`config.mk`:
```
export PLATFORM = sky130hd
export DESIGN_NAME = ulp_line_port
export DESIGN_NICKNAME = d
export VERILOG_FILES = /design/src/ulp_sync2.v /design/src/ulp_line_port.v
export VERILOG_INCLUDE_DIRS = /design/src
export SDC_FILE = /design/constraint.sdc
export NUM_CORES = 1
export LEC_CHECK = 0
export BUFFER_PORTS_ARGS = -buffer_cell sky130_fd_sc_hd__buf_2
export CAP_MARGIN = 15
export CORE_UTILIZATION = 50
export CTS_CLUSTER_SIZE = 25
export DETAILED_ROUTE_END_ITERATION = 6
export PLACE_DENSITY = 0.69
export SLEW_MARGIN = 40
export SYNTH_ARGS = -nofsm -noshare
export SYNTH_HDL_FRONTEND = slang
export SYNTH_SLANG_ARGS = --single-unit
```
`constraint.sdc`:
```
create_clock -name CLK_I -period 4.4 [get_ports CLK_I]
set_input_delay 0 -clock CLK_I [delete_from_list [all_inputs] [get_ports CLK_I]]
set_output_delay 0 -clock CLK_I [all_outputs]
set_load 0.03 [all_outputs]
```
`src/ulp_map.vh`:
```
`ifndef ULP_MAP_VH
`define ULP_MAP_VH
// System clock 125 MHz, period in ps.
`define ULP_CLK_PERIOD_PS 8000
// Nominal 960 kHz output clock period in ps and half period in system cycles.
`define ULP_CLK960_PERIOD_PS 1041667
`define ULP_CLK960_HALF_CYC (`ULP_CLK960_PERIOD_PS / (2 * `ULP_CLK_PERIOD_PS))
// Divide ratio from the 960 kHz clock to the 120 kHz symbol clock.
`define ULP_TX_DIV 8
// Fractional divider increments for line-locked clocks: 7.68, 0.512, 0.768, 1.536 MHz.
// Phase accumulator is 24 bits; increment = f * 2^24 / 125 MHz.
`define ULP_INC_7680K 24'h0F_BA88
`define ULP_INC_512K 24'h01_0C6F
`define ULP_INC_768K 24'h01_92A7
`define ULP_INC_1536K 24'h03_254E
// Mode codes on the slot straps in continuous modes.
`define ULP_SLOT_PBX 3'h4
`define ULP_SLOT_TE 3'h5
// Ternary symbol codes on the two symbol bits.
`define ULP_SYM_ZERO 2'h0
`define ULP_SYM_PLUS 2'h2
`define ULP_SYM_MINUS 2'h3
`endif

```
`src/ulp_sync2.v`:
```
`timescale 1ns/10ps
// Two-stage synchroniser for a group of asynchronous inputs.
module ulp_sync2 #(
   parameter W = 1
) (
   input wire clk_i,
   input wire rst_n_i,
   input wire ce_i,
   input wire [W-1:0] d_i,
   output wire [W-1:0] q_o
);
   reg [W-1:0] meta;
   reg [W-1:0] stab;
   // The first stage feeds only the second stage.
   always @(posedge clk_i or negedge rst_n_i) begin
      if (!rst_n_i) begin
         meta <= {W{1'b0}};
         stab <= {W{1'b0}};
      end else if (ce_i) begin
         meta <= d_i;
         stab <= meta;
      end
   end
   assign q_o = stab;
endmodule // ulp_sync2

```
`src/ulp_line_port.v`:
```
`timescale 1ns/10ps
`include "ulp_map.vh"
module ulp_line_port (
   input wire CLK_I,
   input wire RST_N_I,
   input wire CE_I,
   input wire LINE_TERM_STRAP_I,
   input wire BURST_STRAP_I,
   input wire SLOT_SELECT_BIT0_I,
   input wire SLOT_SELECT_BIT1_I,
   input wire SLOT_SELECT_BIT2_I,
   input wire SERIAL_FORMAT_STRAP_I,
   input wire SINGLE_CHIP_I,
   input wire POWERDOWN_REQ_I,
   input wire RANGE_REQ_I,
   input wire LOOP_REQ_I,
   input wire [1:0] TX_SYMBOL_I,
   output wire TX_SYMBOL_READY_O,
   input wire ANALOG_MASTER_CLK_I,
   input wire ADC_STREAM_I,
   input wire LINE_LEVEL_I,
   input wire LINE_LOCK_STROBE_I,
   input wire PORT_CLK_I,
   input wire PORT_FRAME_I,
   input wire PORT_DATA_IN_I,
   input wire PORT_TX_BIT_I,
   input wire MULTI_PURPOSE_CLOCK_PIN_I,
   output reg MULTI_PURPOSE_CLOCK_PIN_O,
   output wire MULTI_PURPOSE_CLOCK_PIN_OE_O,
   output reg POWER_FEED_OFF_O,
   output reg ANALOG_POWERDOWN_CTRL_O,
   output reg RANGE_CTRL_O,
   output reg LOOP_CTRL_O,
   output reg CLK_960K_OUT_O,
   output reg TX_SYMBOL_CLK_O,
   output reg TERNARY_SYM_BIT0_O,
   output reg TERNARY_SYM_BIT1_O,
   output reg TEST_MODE_PIN_ZERO_O,
   output reg ADC_SAMPLE_O,
   output reg ADC_SAMPLE_VALID_O,
   output reg WAKE_O,
   output reg PORT_RX_BIT_O,
   output reg PORT_RX_VALID_O,
   output reg PORT_FRAME_START_O,
   output reg PORT_DATA_OUT_O,
   output reg [2:0] TIME_SLOT_O,
   output reg [3:0] MODE_O
);
   // Mode one-hot codes reported on MODE_O.
   localparam MODE_LINE = 4'b0001;
   localparam MODE_NET = 4'b0010;
   localparam MODE_PBX = 4'b0100;
   localparam MODE_TE = 4'b1000;

   // All asynchronous pins except PORT_TX_BIT_I pass two flip-flops before use.
   wire [10:0] sync_raw;
   wire [10:0] sync_q;
   assign sync_raw = {LINE_TERM_STRAP_I, BURST_STRAP_I, SLOT_SELECT_BIT2_I, SLOT_SELECT_BIT1_I,
      SLOT_SELECT_BIT0_I, SERIAL_FORMAT_STRAP_I, ANALOG_MASTER_CLK_I, ADC_STREAM_I,
      LINE_LEVEL_I, PORT_CLK_I, MULTI_PURPOSE_CLOCK_PIN_I};
   ulp_sync2 #(
      .W(11)
   ) u_sync (
      .clk_i(CLK_I),
      .rst_n_i(RST_N_I),
      .ce_i(CE_I),
      .d_i(sync_raw),
      .q_o(sync_q)
   );
   // Frame and data pins are sampled on port clock edges, so a separate pair suffices.
   wire [1:0] port_q;
   ulp_sync2 #(
      .W(2)
   ) u_sync_port (
      .clk_i(CLK_I),
      .rst_n_i(RST_N_I),
      .ce_i(CE_I),
      .d_i({PORT_FRAME_I, PORT_DATA_IN_I}),
      .q_o(port_q)
   );
   wire s_lt = sync_q[10];
   wire s_burst = sync_q[9];
   wire [2:0] s_slot = sync_q[8:6];
   wire s_fmt2 = sync_q[5];
   wire s_mclk = sync_q[4];
   wire s_adc = sync_q[3];
   wire s_level = sync_q[2];
   wire s_pclk = sync_q[1];
   wire s_cls = sync_q[0];

   // Mode decode from the straps.
   reg [3:0] next_mode;
   always @* begin
      next_mode = MODE_NET;
      if (s_lt) begin
         next_mode = MODE_LINE;
      end else if (s_burst) begin
         next_mode = MODE_PBX;
      end else if (s_slot == `ULP_SLOT_PBX) begin
         next_mode = MODE_PBX;
      end else if (s_slot == `ULP_SLOT_TE) begin
         next_mode = MODE_TE;
      end
   end
   always @(posedge CLK_I or negedge RST_N_I) begin
      if (!RST_N_I) begin
         MODE_O <= MODE_NET;
         TIME_SLOT_O <= 3'h0;
      end else if (CE_I) begin
         MODE_O <= next_mode;
         TIME_SLOT_O <= s_burst ? s_slot : 3'h0;
      end
   end

   // Analog control outputs are registered copies of the requests.
   always @(posedge CLK_I or negedge RST_N_I) begin
      if (!RST_N_I) begin
         ANALOG_POWERDOWN_CTRL_O <= 1'b1;
         RANGE_CTRL_O <= 1'b0;
         LOOP_CTRL_O <= 1'b0;
      end else if (CE_I) begin
         ANALOG_POWERDOWN_CTRL_O <= POWERDOWN_REQ_I;
         RANGE_CTRL_O <= RANGE_REQ_I;
         LOOP_CTRL_O <= LOOP_REQ_I;
      end
   end

   // 960 kHz divider and divide-by-8 symbol clock; the symbol clock toggles on
   // every eighth 960 kHz edge, four whole periods, so it is one eighth of that rate.
   localparam integer HALF960_INT = `ULP_CLK960_HALF_CYC - 1;
   localparam [9:0] HALF960 = HALF960_INT[9:0];
   localparam integer TX_LAST_INT = `ULP_TX_DIV - 1;
   localparam [2:0] TX_LAST = TX_LAST_INT[2:0];
   reg [9:0] div_cnt;
   reg [2:0] tx_cnt;
   wire half_tick = (div_cnt == HALF960);
   wire tx_toggle = half_tick && (tx_cnt == TX_LAST);
   wire tx_rise = tx_toggle && !TX_SYMBOL_CLK_O;
   always @(posedge CLK_I or negedge RST_N_I) begin
      if (!RST_N_I) begin
         div_cnt <= 10'h000;
         tx_cnt <= 3'h0;
         CLK_960K_OUT_O <= 1'b0;
         TX_SYMBOL_CLK_O <= 1'b0;
      end else if (CE_I) begin
         if (half_tick) begin
            div_cnt <= 10'h000;
            CLK_960K_OUT_O <= ~CLK_960K_OUT_O;
            tx_cnt <= tx_cnt + 3'h1;
            if (tx_toggle) begin
               TX_SYMBOL_CLK_O <= ~TX_SYMBOL_CLK_O;
            end
         end else begin
            div_cnt <= div_cnt + 10'h001;
         end
      end
   end
   // A frozen block takes no symbol, so ready is held off while the enable is low.
   assign TX_SYMBOL_READY_O = tx_rise & CE_I;

   // Symbol bits change together with the rising symbol clock; the illegal
   // code is mapped to zero so it can never appear on the pins.
   always @(posedge CLK_I or negedge RST_N_I) begin
      if (!RST_N_I) begin
         TERNARY_SYM_BIT0_O <= 1'b0;
         TERNARY_SYM_BIT1_O <= 1'b0;
         TEST_MODE_PIN_ZERO_O <= 1'b0;
      end else if (CE_I) begin
         TEST_MODE_PIN_ZERO_O <= SINGLE_CHIP_I & ~TX_SYMBOL_CLK_O & tx_rise | SINGLE_CHIP_I &
            TX_SYMBOL_CLK_O & ~tx_toggle;
         if (tx_rise) begin
            if (TX_SYMBOL_I == 2'b01) begin
               TERNARY_SYM_BIT0_O <= 1'b0;
               TERNARY_SYM_BIT1_O <= 1'b0;
            end else begin
               TERNARY_SYM_BIT0_O <= TX_SYMBOL_I[0];
               TERNARY_SYM_BIT1_O <= TX_SYMBOL_I[1];
            end
         end
      end
   end

   // ADC stream taken on rising master-clock edges, and wake on a polarity change.
   reg mclk_d;
   reg level_d;
   always @(posedge CLK_I or negedge RST_N_I) begin
      if (!RST_N_I) begin
         mclk_d <= 1'b0;
         level_d <= 1'b0;
         ADC_SAMPLE_O <= 1'b0;
         ADC_SAMPLE_VALID_O <= 1'b0;
         WAKE_O <= 1'b0;
      end else if (CE_I) begin
         mclk_d <= s_mclk;
         level_d <= s_level;
         ADC_SAMPLE_VALID_O <= s_mclk & ~mclk_d;
         if (s_mclk & ~mclk_d) begin
            ADC_SAMPLE_O <= s_adc;
         end
         // Wake holds until the analog chip leaves power-down.
         if (!ANALOG_POWERDOWN_CTRL_O) begin
            WAKE_O <= 1'b0;
         end else if (s_level != level_d) begin
            WAKE_O <= 1'b1;
         end
      end
   end

   // Serial port: port clock is twice the bit rate; data is taken on every second
   // rising edge and driven on the falling edge after it, frame restarts the bit phase.
   reg pclk_d;
   reg bit_phase;
   wire pclk_rise = s_pclk & ~pclk_d;
   wire pclk_fall = ~s_pclk & pclk_d;
   always @(posedge CLK_I or negedge RST_N_I) begin
      if (!RST_N_I) begin
         pclk_d <= 1'b0;
         bit_phase <= 1'b0;
         PORT_RX_BIT_O <= 1'b0;
         PORT_RX_VALID_O <= 1'b0;
         PORT_FRAME_START_O <= 1'b0;
         PORT_DATA_OUT_O <= 1'b1;
      end else if (CE_I) begin
         pclk_d <= s_pclk;
         PORT_RX_VALID_O <= 1'b0;
         PORT_FRAME_START_O <= 1'b0;
         if (pclk_rise) begin
            if (port_q[1]) begin
               // The frame edge carries a bit, so the next rising edge is the idle one.
               bit_phase <= 1'b0;
               PORT_FRAME_START_O <= 1'b1;
            end else begin
               bit_phase <= ~bit_phase;
            end
            if (bit_phase || port_q[1]) begin
               PORT_RX_BIT_O <= port_q[0];
               PORT_RX_VALID_O <= 1'b1;
            end
         end
         if (pclk_fall && !bit_phase) begin
            PORT_DATA_OUT_O <= PORT_TX_BIT_I;
         end
      end
   end

   // Line-locked clock on the multi-purpose pin: a phase accumulator whose
   // phase is realigned by the line-lock strobe from the receiver. Jitter is
   // one system cycle, the price of deriving all rates from one clock.
   reg [23:0] phase;
   reg [23:0] inc;
   always @* begin
      case (MODE_O)
         MODE_NET: inc = `ULP_INC_7680K;
         MODE_PBX: inc = `ULP_INC_512K;
         MODE_TE: inc = s_fmt2 ? `ULP_INC_768K : `ULP_INC_1536K;
         default: inc = 24'h00_0000;
      endcase
   end
   assign MULTI_PURPOSE_CLOCK_PIN_OE_O = (MODE_O != MODE_LINE);
   always @(posedge CLK_I or negedge RST_N_I) begin
      if (!RST_N_I) begin
         phase <= 24'h00_0000;
         MULTI_PURPOSE_CLOCK_PIN_O <= 1'b0;
         POWER_FEED_OFF_O <= 1'b0;
      end else if (CE_I) begin
         phase <= LINE_LOCK_STROBE_I ? 24'h00_0000 : phase + inc;
         MULTI_PURPOSE_CLOCK_PIN_O <= (MODE_O != MODE_LINE) & phase[23];
         POWER_FEED_OFF_O <= (MODE_O == MODE_LINE) & s_cls;
      end
   end
endmodule // ulp_line_port

```
==> summary.txt, run 1 <==
Final layout
  • Fillcell total: 816
  • Post-synthesis to final-layout area growth: 15.3%
  • Sequential cell area: 2280 µm²
  • Commonest non-fill, non-tap cell in the layout: sky130_fd_sc_hd__dfrtp_1
  • Fraction of final layout cells with drive strength greater than 1: 0.256
  • Fraction of the core area covered by cells at the end of the flow: 0.591
  • Highest-count cells in the layout ignoring fill and taps: 88 x sky130_fd_sc_hd__dfrtp_1, 48 x sky130_fd_sc_hd__buf_2, 41 x sky130_fd_sc_hd__mux2_2
  • Nets@finish: 533
  • Area of combinational cells with multiple inputs: 2240 µm²
  • Number of antenna diodes: 0

Worst setup path
  • Worst Reg-to-Reg Cells: 12
  • Maximum fanout count along the critical path: 9
  • Number of buffer and inverter instances along the worst setup path: 0
  • Stage delay of the slowest cell on the critical path: 570 ps
  • Nature of the critical path endpoint: flop
  • Critical path class: flop to flop
  • Number of logic stages on the critical path including buffering: 12
  • Standard cell with the maximum stage delay on the critical path: sky130_fd_sc_hd__dfrtp_1
  • Element type at the critical path start: flop
  • Startpoint of the most critical setup path: MODE_O[2]$_DFFE_PN0P_
  • Critical path arrival: 3910 ps
  • Top Family by Delay on Critical Path: simple AND/OR/NAND/NOR gates
  • Worst path required time: 4630 ps
  • Crit-path cells: nor2b_2 -> nor2_1 -> nor3_1 -> ha_1 -> a21o_1 -> a41oi_1 -> o211ai_1 -> or4b_1 -> or3b_4 -> a21boi_2 -> mux2i_1 -> o22ai_1
  • Reg-to-reg setup timing slack: 720 ps
  • Worst reg2reg startpoint: MODE_O[2]$_DFFE_PN0P_

Synthesis
  • Asr flop ratio synth: 1.00
  • Average cell area after synthesis: 11.2 µm²
  • Cell count after synthesis: 419
  • Summed instance area of the synthesized netlist: 4710 µm²
  • Post-synth top flop: sky130_fd_sc_hd__dfrtp_1
  • Synth area leaders: sky130_fd_sc_hd__dfrtp_1 47%, sky130_fd_sc_hd__mux2_2 9.8%, sky130_fd_sc_hd__ha_1 5.3%
  • Number of distinct standard cells referenced by the synthesized netlist: 61
  • Proportion of synthesized chip area in sequential cells: 0.484
  • Number of register bits inferred by synthesis: 91
  • Net count after synthesis: 464
  • Area fraction of the dominant cell type after synthesis: 0.467
  • Leading area contributor after synthesis: sky130_fd_sc_hd__dfrtp_1
  • Post-synth EDFFs: 0
  • Number of warnings issued by yosys: 0

Routing
  • Drt drc: 0
  • WL per Instance: 15.3 µm
  • Pre-antenna DRT Iters: 4
  • Via density per instance: 5.60
  • Post-detailed-routing wire length: 9220 µm
  • Detailed-route via count: 3,384
  • ANT nets after route: 0
  • Count of routing violations after the opening detailed-route iteration: 110

Clock tree
  • Clock Pin Slew Worst Setup and Hold Paths: 90 ps
  • Cell chosen for the clock root: sky130_fd_sc_hd__clkbuf_8
  • Number of clock sinks: 91
  • Clock latency on the worst-skew pair: 360 ps
  • Clock tree from TritonCTS: yes
  • Post-CTS setup buffer count: 0
  • Number of cells upsized or downsized after cts: 0
  • # H-tree levels: 3
  • TritonCTS Buffers: 9
  • Clock Tree Buf Depth: 2

Power and ir drop
  • Leakage power summed over all cells: 2.50 nW
  • Peak ir drop on the vdd network: 0.000334 V
  • Power per standard cell area: 418 nW/µm²

GRT
  • Vias in the first global route: 3,437
  • Overflow after GRT: 0
  • GR Util All Layers: 0.209
  • Antenna violations before repair: 0
  • Largest net degree at the start of global routing: 60
  • Wire length of the first global-routing pass: 16,200 µm

Worst hold path
  • Worst min path class: primary input to flop
  • Launch point of the worst hold path: LINE_LOCK_STROBE_I
  • Cell depth of the worst hold path: 2

Timing
  • Normalized max-slew margin: 0.524
  • Endpoints failing setup: 0
  • Achievable frequency: 272 MHz
  • RSZ-0062 raised after global routing: false
  • Crit share post-route: 0.836
  • Setup TNS: 0 ps
  • Final setup skew: 9.45 ps
  • Transition time at the pin with the least slew margin: 714 ps
  • Final period demand of the worst path: 3680 ps
  • Final slew viol count: 0
  • Number of failing hold endpoints at the final stage: 0

Floorplan
  • Core box area: 9200 µm²
  • Total number of placement rows: 35
  • Die outline width: 99.1 µm
  • Die Height: 99.1 µm
  • Initial Utilization: 0.512
  • Die area: 9820 µm²
  • Number of top-level pins: 50

Run
  • Total of max-cap violations: 0

Placement
  • Weighted congestion reported at the end of routability-driven placement: 0.866
  • Half-perimeter wire length after detailed placement: 6230 µm
  • Port Buf Inserts: 49

Run status
  • Status: completed
==> cells in the mapped netlist (5+ instances only) <==
cell                        instances
sky130_fd_sc_hd__mux2_2            41
sky130_fd_sc_hd__nand2_1           20
sky130_fd_sc_hd__nor2_1            28
sky130_fd_sc_hd__nand3_1           12
sky130_fd_sc_hd__inv_1             19
sky130_fd_sc_hd__mux2i_1            5
sky130_fd_sc_hd__o2bb2ai_1         22
sky130_fd_sc_hd__nor3_1             8
sky130_fd_sc_hd__o21ai_0           19
sky130_fd_sc_hd__a21o_1             6
sky130_fd_sc_hd__clkbuf_1           9
sky130_fd_sc_hd__xnor2_1           18
sky130_fd_sc_hd__ha_1              20
sky130_fd_sc_hd__xor2_1            10
sky130_fd_sc_hd__a21oi_1           12
sky130_fd_sc_hd__dfrtp_1           88
==> metrics by stage <==
stage	worst slack, ps	cell area, µm²	instances	hold WS, ps	power [mW]
6_report	724	5430	604	10.1	2.27
5_1_grt	456	5430	604	12.9	2.42
3_3_place_gp	888	5010	564	-15.5	1.70
2_1_floorplan	1010	4710	419	-296	1.58
4_1_cts	731	5430	604	0.415	2.29
3_5_place_dp	744	5010	564	-15.3	1.73
==> worst register-to-register path, stage by stage (launching register included) <==
cell and delay, ps:
sky130_fd_sc_hd__dfrtp_1 570, sky130_fd_sc_hd__nor2b_2 310, sky130_fd_sc_hd__nor2_1 80, sky130_fd_sc_hd__nor3_1 370, sky130_fd_sc_hd__ha_1 360, sky130_fd_sc_hd__a21o_1 200
sky130_fd_sc_hd__a41oi_1 380, sky130_fd_sc_hd__o211ai_1 180, sky130_fd_sc_hd__or4b_1 200, sky130_fd_sc_hd__or3b_4 410, sky130_fd_sc_hd__a21boi_2 190, sky130_fd_sc_hd__mux2i_1 210
sky130_fd_sc_hd__o22ai_1 90
==> kinds of logic (layout without fill, tap and decap cells) <==
family                   Yosys count  after routing  share of synthesized area
XOR/XNOR                          28             28                     0.0520
flip-flops                        91             91                      0.484
buffers and inverters             38            112                     0.0404
AND/OR/NAND/NOR                  100            100                      0.112
multiplexers                      46             46                      0.109
AO/OA/AOI/OAI                     94             94                      0.143
adder cells (fa/ha/maj)           22             22                     0.0595
==> timing repair <==
action / CTS / global route
hold endpoints to repair: 54 / 0
endpoints found under the setup margin: 0 / 0
hold buffers: 24 / 0
==> final cells by class <==
| class | instances | share of cell area |
|---|---|---|
| well taps | 111 | 0.0256 |
| flip-flops and latches | 91 | 0.420 |
| clock buffers | 9 | 0.0228 |
| inverters | 20 | 0.0138 |
| multi-input cells | 290 | 0.412 |
| repair buffers | 76 | 0.0940 |
| clock inverters | 7 | 0.0115 |
==> registers in the layout (all words and copies together) (netlist names), 2 cells and up <==
register and count:
MODE_O 4, TIME_SLOT_O 3, div_cnt 10, phase 24
tx_cnt 3, u_sync.meta 11, u_sync.q_o 11, u_sync_port.meta 2
u_sync_port.q_o 2
==> metal layers <==
layer | share of wire | track usage | up-vias
met1 | 0.47 | 0.278 | 1664
li1 | - | - | 1649
met3 | 0.035 | 0.0348 | 12
met5 | 0 | 0 | -
met2 | 0.48 | 0.347 | 59
met4 | 0.019 | 0.0747 | 0
==> worst paths after layout <==
path,end
min in group asynchronous,phase[17]$_DFFE_PN0P_
min,phase[10]$_DFFE_PN0P_
max,phase[20]$_DFFE_PN0P_
max in group asynchronous,phase[9]$_DFFE_PN0P_
max reg2reg,phase[20]$_DFFE_PN0P_
min reg2reg,CLK_960K_OUT_O$_DFFE_PN0P_
==> power breakdown <==
part	total [mW]	internal [mW]	switching [mW]
clock	0.543	0.221	0.322
sequential	1.13	0.984	0.143
combinational	0.600	0.268	0.332
total	2.27	1.47	0.797
No activity file was read; power rests on OpenSTA's default activity.
==> inputs of run 2 (changes only) <==
Settings changed: ABC_AREA from default to 1, PLACE_DENSITY 0.69 to 0.71.
Clock period 4.4 ns to 3.2 ns, I/O delays scaled along.
==> summary.txt, run 2 <==
GRT
  • Wire length of the first global-routing pass: 20,100 µm
  • Vias in the first global route: 4,329
  • GR Util All Layers: 0.247
  • Antenna violations before repair: 0
  • Overflow after GRT: 0
  • Largest net degree at the start of global routing: 79

Worst hold path
  • Launch point of the worst hold path: CE_I
  • Hold Path Sink: phase[23]$_DFFE_PN0P_
  • Cell depth of the worst hold path: 3
  • Worst min path class: primary input to flop

Worst setup path
  • Reg-to-reg setup timing slack: 320 ps
  • Worst Reg-to-Reg Cells: 12
  • Standard cell with the maximum stage delay on the critical path: sky130_fd_sc_hd__dfstp_2
  • Stage delay of the slowest cell on the critical path: 580 ps
  • Critical path class: flop to flop
  • Startpoint of the most critical setup path: MODE_O[1]$_DFFE_PN1P_
  • Critical path arrival: 3140 ps
  • Element type at the critical path start: flop
  • Maximum fanout count along the critical path: 5
  • Worst path required time: 3470 ps
  • Worst reg2reg startpoint: MODE_O[1]$_DFFE_PN1P_
  • Endpoint of the most critical register-to-register path: phase[21]$_DFFE_PN0P_
  • Crit-path cells: inv_1 -> nor3_2 -> inv_1 -> o21ai_1 -> ha_1 -> a21oi_1 -> a21boi_1 -> nand2_1 -> nand2_1 -> nand3_1 -> a21oi_1 -> nor2_1
  • Nature of the critical path endpoint: flop

Final layout
  • Highest-count cells in the layout ignoring fill and taps: 207 x sky130_fd_sc_hd__nand2_1, 88 x sky130_fd_sc_hd__dfrtp_1, 78 x sky130_fd_sc_hd__inv_1
  • Fraction of final layout cells with drive strength greater than 1: 0.135
  • Register bank with the most flops: phase
  • Commonest non-fill, non-tap cell in the layout: sky130_fd_sc_hd__nand2_1
  • Area of combinational cells with multiple inputs: 2440 µm²
  • Sequential cell area: 2280 µm²
  • Fillcell total: 883
  • Max reg flops: 24
  • Post-synthesis to final-layout area growth: 16.8%
  • Number of antenna diodes: 0
  • Nets@finish: 779

Routing
  • ANT nets after route: 0
  • Pre-antenna DRT Iters: 5
  • Post-detailed-routing wire length: 11,800 µm
  • Detailed-route via count: 4,494
  • WL per Instance: 13.5 µm
  • Via density per instance: 5.15
  • Drt drc: 0
  • Count of routing violations after the opening detailed-route iteration: 268

Timing
  • Number of failing hold endpoints at the final stage: 0
  • Transition time at the pin with the least slew margin: 727 ps
  • RSZ-0062 raised after global routing: false
  • Endpoints failing setup: 0
  • Final slew viol count: 0
  • Setup TNS: 0 ps
  • Normalized max-slew margin: 0.516
  • Smallest hold slack: 75.1 ps
  • Final setup skew: 9.10 ps
  • Achievable frequency: 347 MHz
  • Crit share post-route: 0.900
  • Final period demand of the worst path: 2880 ps

Floorplan
  • Number of top-level pins: 50
  • Die Height: 103 µm
  • Die area: 10,600 µm²
  • Die outline width: 103 µm
  • Total number of placement rows: 36
  • Initial Utilization: 0.518
  • Core box area: 9820 µm²

Clock tree
  • Clock tree from TritonCTS: yes
  • Clock latency on the worst-skew pair: 360 ps
  • Cell chosen for the clock root: sky130_fd_sc_hd__clkbuf_8
  • TritonCTS Buffers: 9
  • Clock Pin Slew Worst Setup and Hold Paths: 100 ps
  • Number of clock sinks: 91
  • Clock Tree Buf Depth: 2
  • Post-CTS setup buffer count: 0
  • # H-tree levels: 3

Synthesis
  • Summed instance area of the synthesized netlist: 5080 µm²
  • Average cell area after synthesis: 7.70 µm²
  • Net count after synthesis: 705
  • Number of distinct standard cells referenced by the synthesized netlist: 41
  • Top cells by count, synth: 207 x sky130_fd_sc_hd__nand2_1, 88 x sky130_fd_sc_hd__dfrtp_1, 79 x sky130_fd_sc_hd__inv_1, 44 x sky130_fd_sc_hd__o21ai_0, 43 x sky130_fd_sc_hd__nand3_1
  • Cell count after synthesis: 660
  • Post-synthesis xor/xnor area fraction: 0.0155
  • Number of warnings issued by yosys: 0
  • Post-synth EDFFs: 0
  • Most repeated cell in the gate-level netlist after synthesis: sky130_fd_sc_hd__nand2_1
  • Post-synthesis adder-cell area fraction: 0.0532
  • Synth Area in Compound Gates: 0.103
  • Number of register bits inferred by synthesis: 91
  • Leading area contributor after synthesis: sky130_fd_sc_hd__dfrtp_1
  • Asr flop ratio synth: 1.00
  • Fraction of synthesized area in multiplexers: 0.00222
  • Post-synth top flop: sky130_fd_sc_hd__dfrtp_1
  • Proportion of synthesized chip area in sequential cells: 0.449
  • Area fraction of the dominant cell type after synthesis: 0.433
  • Largest family of logic cells by synthesized area: simple AND/OR/NAND/NOR gates
  • Area share of and/or/nand/nor cells after synthesis: 0.305
  • Synth area leaders: sky130_fd_sc_hd__dfrtp_1 43%, sky130_fd_sc_hd__nand2_1 15%, sky130_fd_sc_hd__inv_1 5.8%

Run
  • Total of max-cap violations: 0

Placement
  • Weighted congestion reported at the end of routability-driven placement: 0.915
  • Half-perimeter wire length after detailed placement: 8220 µm
  • Port Buf Inserts: 49

Power and ir drop
  • Power per standard cell area: 515 nW/µm²
  • Leakage power summed over all cells: 3.17 nW
  • Peak ir drop on the vdd network: 0.000354 V

Run status
  • Status: completed
-- run 2: worst max-delay path: cells and delay by family (launching register included) --
family | cells | cell delay, ps
and+or+nand+nor | 5 | 570
buffers and inverters | 2 | 220
AOI/OAI and AO/OA | 4 | 1040
DFF | 1 | 580
adders and majority gates | 1 | 380
-- run 2: cell type report --
type,instances,area share
multi-input cells,471,0.410
flip-flops and latches,91,0.384
repair buffers,77,0.0874
inverters,84,0.0531
well taps,133,0.0280
clock buffers,12,0.0278
clock inverters,4,0.00927
-- run 2: per-layer routing --
layer / GRT usage / up-vias / share of wire
met1: 0.329 / 2061 / 0.47
met3: 0.0427 / 19 / 0.047
met5: 0 / - / 0
met4: 0.0845 / 0 / 0.017
li1: - / 2288 / -
met2: 0.408 / 126 / 0.47
-- run 2: worst max path at each step --
| stage | to | slack [ps] | depth (start not counted) |
|---|---|---|---|
| after floorplan | phase[20]$_DFFE_PN0P_ | 600 | 15 |
| after global placement | phase[17]$_DFFE_PN0P_ | 270 | 12 |
| after detailed placement | phase[17]$_DFFE_PN0P_ | 200 | 13 |
| after CTS | phase[17]$_DFFE_PN0P_ | 180 | 13 |
| after global routing | phase[17]$_DFFE_PN0P_ | 90 | 13 |
| final | phase[21]$_DFFE_PN0P_ | 320 | 12 |
-- run 2: report_power, final --
group	internal, mW	switching, mW	leakage (nW)
clock network	0.433	0.427	0.115
logic	0.264	0.501	1.88
registers	1.32	0.115	1.17
-- run 2: through the flow --
step / instances / util / total power, mW / worst slack, ps / area, µm²
global placement: 833 / 0.558 / 2.17 / 266 / 5480
detailed placement: 833 / 0.558 / 2.19 / 196 / 5480
global route: 872 / 0.605 / 3.25 / 92.4 / 5940
CTS: 872 / 0.604 / 3.07 / 176 / 5930
finish: 872 / 0.605 / 3.06 / 320 / 5940
floorplan: 660 / - / 1.97 / 603 / 5080
-- run 2: what timing repair did --
item                                    in CTS  in global routing
endpoints found under the setup margin       0                  5
gates resized for setup                      0                  2
endpoints found under the hold margin       96                  0
hold buffers                                23                  0
-- run 2: logic make-up after synthesis --
group | after synthesis
multiplexers | 1
flip-flops | 91
buffers and inverters | 98
XOR/XNOR | 9
AO/OA/AOI/OAI | 96
AND/OR/NAND/NOR | 344
adder cells (fa/ha/maj) | 21
==> inputs of run 3 (changes only) <==
Settings changed: CORE_UTILIZATION 50 to 54, PLACE_DENSITY 0.71 to 0.76.
==> summary.txt, run 3 (synthesis gave the netlist of run 2 again) <==
Floorplan
  • Initial Utilization: 0.553
  • Number of top-level pins: 50
  • Total number of placement rows: 35
  • Core box area: 9200 µm²
  • Die outline width: 99.0 µm
  • Die Height: 99.0 µm
  • Die area: 9800 µm²

Final layout
  • Fraction of final layout cells with drive strength greater than 1: 0.137
  • Commonest non-fill, non-tap cell in the layout: sky130_fd_sc_hd__nand2_1
  • Register bank with the most flops: phase
  • Fraction of the core area covered by cells at the end of the flow: 0.642
  • Max reg flops: 24
  • Fillcell total: 762
  • Number of antenna diodes: 0
  • Non-filler cells, final: 849
  • Nets@finish: 778
  • Highest-count cells in the layout ignoring fill and taps: 207 x sky130_fd_sc_hd__nand2_1, 88 x sky130_fd_sc_hd__dfrtp_1, 78 x sky130_fd_sc_hd__inv_1
  • Post-synthesis to final-layout area growth: 16.1%
  • Sequential cell area: 2280 µm²
  • Area of combinational cells with multiple inputs: 2440 µm²

Clock tree
  • TritonCTS Buffers: 9
  • Cell chosen for the clock root: sky130_fd_sc_hd__clkbuf_8
  • Number of clock sinks: 91
  • # H-tree levels: 3
  • Clock Pin Slew Worst Setup and Hold Paths: 100 ps
  • Clock Tree Buf Depth: 2
  • Clock tree from TritonCTS: yes
  • Clock latency on the worst-skew pair: 370 ps

Placement
  • Port Buf Inserts: 49
  • Weighted congestion reported at the end of routability-driven placement: 0.944
  • Placed Instances: 811
  • Half-perimeter wire length after detailed placement: 8150 µm

Timing
  • Number of failing hold endpoints at the final stage: 0
  • Setup TNS: 0 ps
  • Achievable frequency: 347 MHz
  • Normalized max-slew margin: 0.529
  • Transition time at the pin with the least slew margin: 706 ps
  • Final setup skew: 12.8 ps
  • Endpoints failing setup: 0
  • Crit share post-route: 0.900
  • Final period demand of the worst path: 2880 ps
  • Smallest hold slack: 200 ps
  • RSZ-0062 raised after global routing: false
  • Final slew viol count: 0

GRT
  • Antenna violations before repair: 0
  • GR Util All Layers: 0.256
  • Wire length of the first global-routing pass: 19,900 µm
  • Vias in the first global route: 4,289
  • Overflow after GRT: 0
  • Largest net degree at the start of global routing: 79

Routing
  • Met2 routed WL: 5460 µm
  • Pre-antenna DRT Iters: 5
  • Met1 wire length: 5270 µm
  • Highest metal layer with signal wires: met4
  • Drt drc: 0
  • Via density per instance: 5.23
  • Post-detailed-routing wire length: 11,600 µm
  • Routed met3 length: 555 µm
  • WL per Instance: 13.7 µm
  • Detailed-route via count: 4,440
  • ANT nets after route: 0
  • Count of routing violations after the opening detailed-route iteration: 231

Power and ir drop
  • Post-layout total power: 3.04 mW
  • Peak ir drop on the vdd network: 0.000340 V
  • Power per standard cell area: 516 nW/µm²
  • Leakage power summed over all cells: 3.15 nW

Worst setup path
  • Maximum fanout count along the critical path: 5
  • Nature of the critical path endpoint: flop
  • Element type at the critical path start: flop
  • Critical path class: flop to flop
  • Crit-path cells: nor2_2 -> nand2_1 -> o21ai_0 -> ha_1 -> a21oi_1 -> a21boi_1 -> nand2_1 -> nand2_1 -> nand3_1 -> a21oi_1 -> nor2_1
  • Worst path required time: 3460 ps
  • Critical Path Most Common Cell: sky130_fd_sc_hd__nand2_1
  • Critical path arrival: 3140 ps
  • Stage delay of the slowest cell on the critical path: 520 ps
  • Standard cell with the maximum stage delay on the critical path: sky130_fd_sc_hd__o21ai_0

Run status
  • Status: completed

Run
  • Total of max-cap violations: 0

Worst hold path
  • Worst min path class: primary input to flop
-- run 3: routing by layer --
| metal | GRT usage | vias up |
|---|---|---|
| met1 | 0.338 | 2000 |
| met2 | 0.421 | 132 |
| met5 | 0 | - |
| met4 | 0.108 | 0 |
| li1 | - | 2282 |
| met3 | 0.0433 | 26 |
-- run 3: area by class of cell --
cell class | instances | area share
inverters | 84 | 0.0534
clock inverters | 7 | 0.0157
multi-input cells | 471 | 0.414
flip-flops and latches | 91 | 0.386
clock buffers | 9 | 0.0210
repair buffers | 76 | 0.0863
well taps | 111 | 0.0235
-- run 3: worst max-delay path: cells and delay by family, from the launching register on --
kind | cells | cell delay [ps]
AO/OA/AOI/OAI | 4 | 1240
AND/OR/NAND/NOR | 6 | 690
flip-flops | 1 | 470
adder cells (fa/ha/maj) | 1 | 400
-- run 3: stage by stage --
stage	instance area [µm²]	setup slack (ps)
finish	5900	319
global placement	5450	83.9
CTS	5890	80.3
global route	5900	65.7
detailed placement	5460	93.0
floorplan	5080	603
-- run 3: repair_timing --
action | in CTS | in global routing
hold endpoints to repair | 95 | 0
buffers inserted | 0 | 0
gates resized for setup | 0 | 4
setup endpoints to repair | 0 | 3
hold buffers | 22 | 0
-- run 3: power by group --
group,internal (mW),switching (mW)
clock,0.383,0.465
sequential,1.32,0.118
combinational,0.263,0.499
total,1.96,1.08
-- run 3: worst paths after layout --
path                       slack, ps  cells after the start                         end                        from
min in group asynchronous        220                      2       phase[12]$_DFFE_PN0P_                     RST_N_I
max reg2reg                      320                     11       phase[21]$_DFFE_PN0P_       MODE_O[2]$_DFFE_PN0P_
min                              200                      3        phase[6]$_DFFE_PN0P_                        CE_I
max                              320                     11       phase[21]$_DFFE_PN0P_       MODE_O[2]$_DFFE_PN0P_
max in group asynchronous       2290                      3  TIME_SLOT_O[2]$_DFFE_PN0P_                     RST_N_I
min reg2reg                      470                      1  CLK_960K_OUT_O$_DFFE_PN0P_  CLK_960K_OUT_O$_DFFE_PN0P_
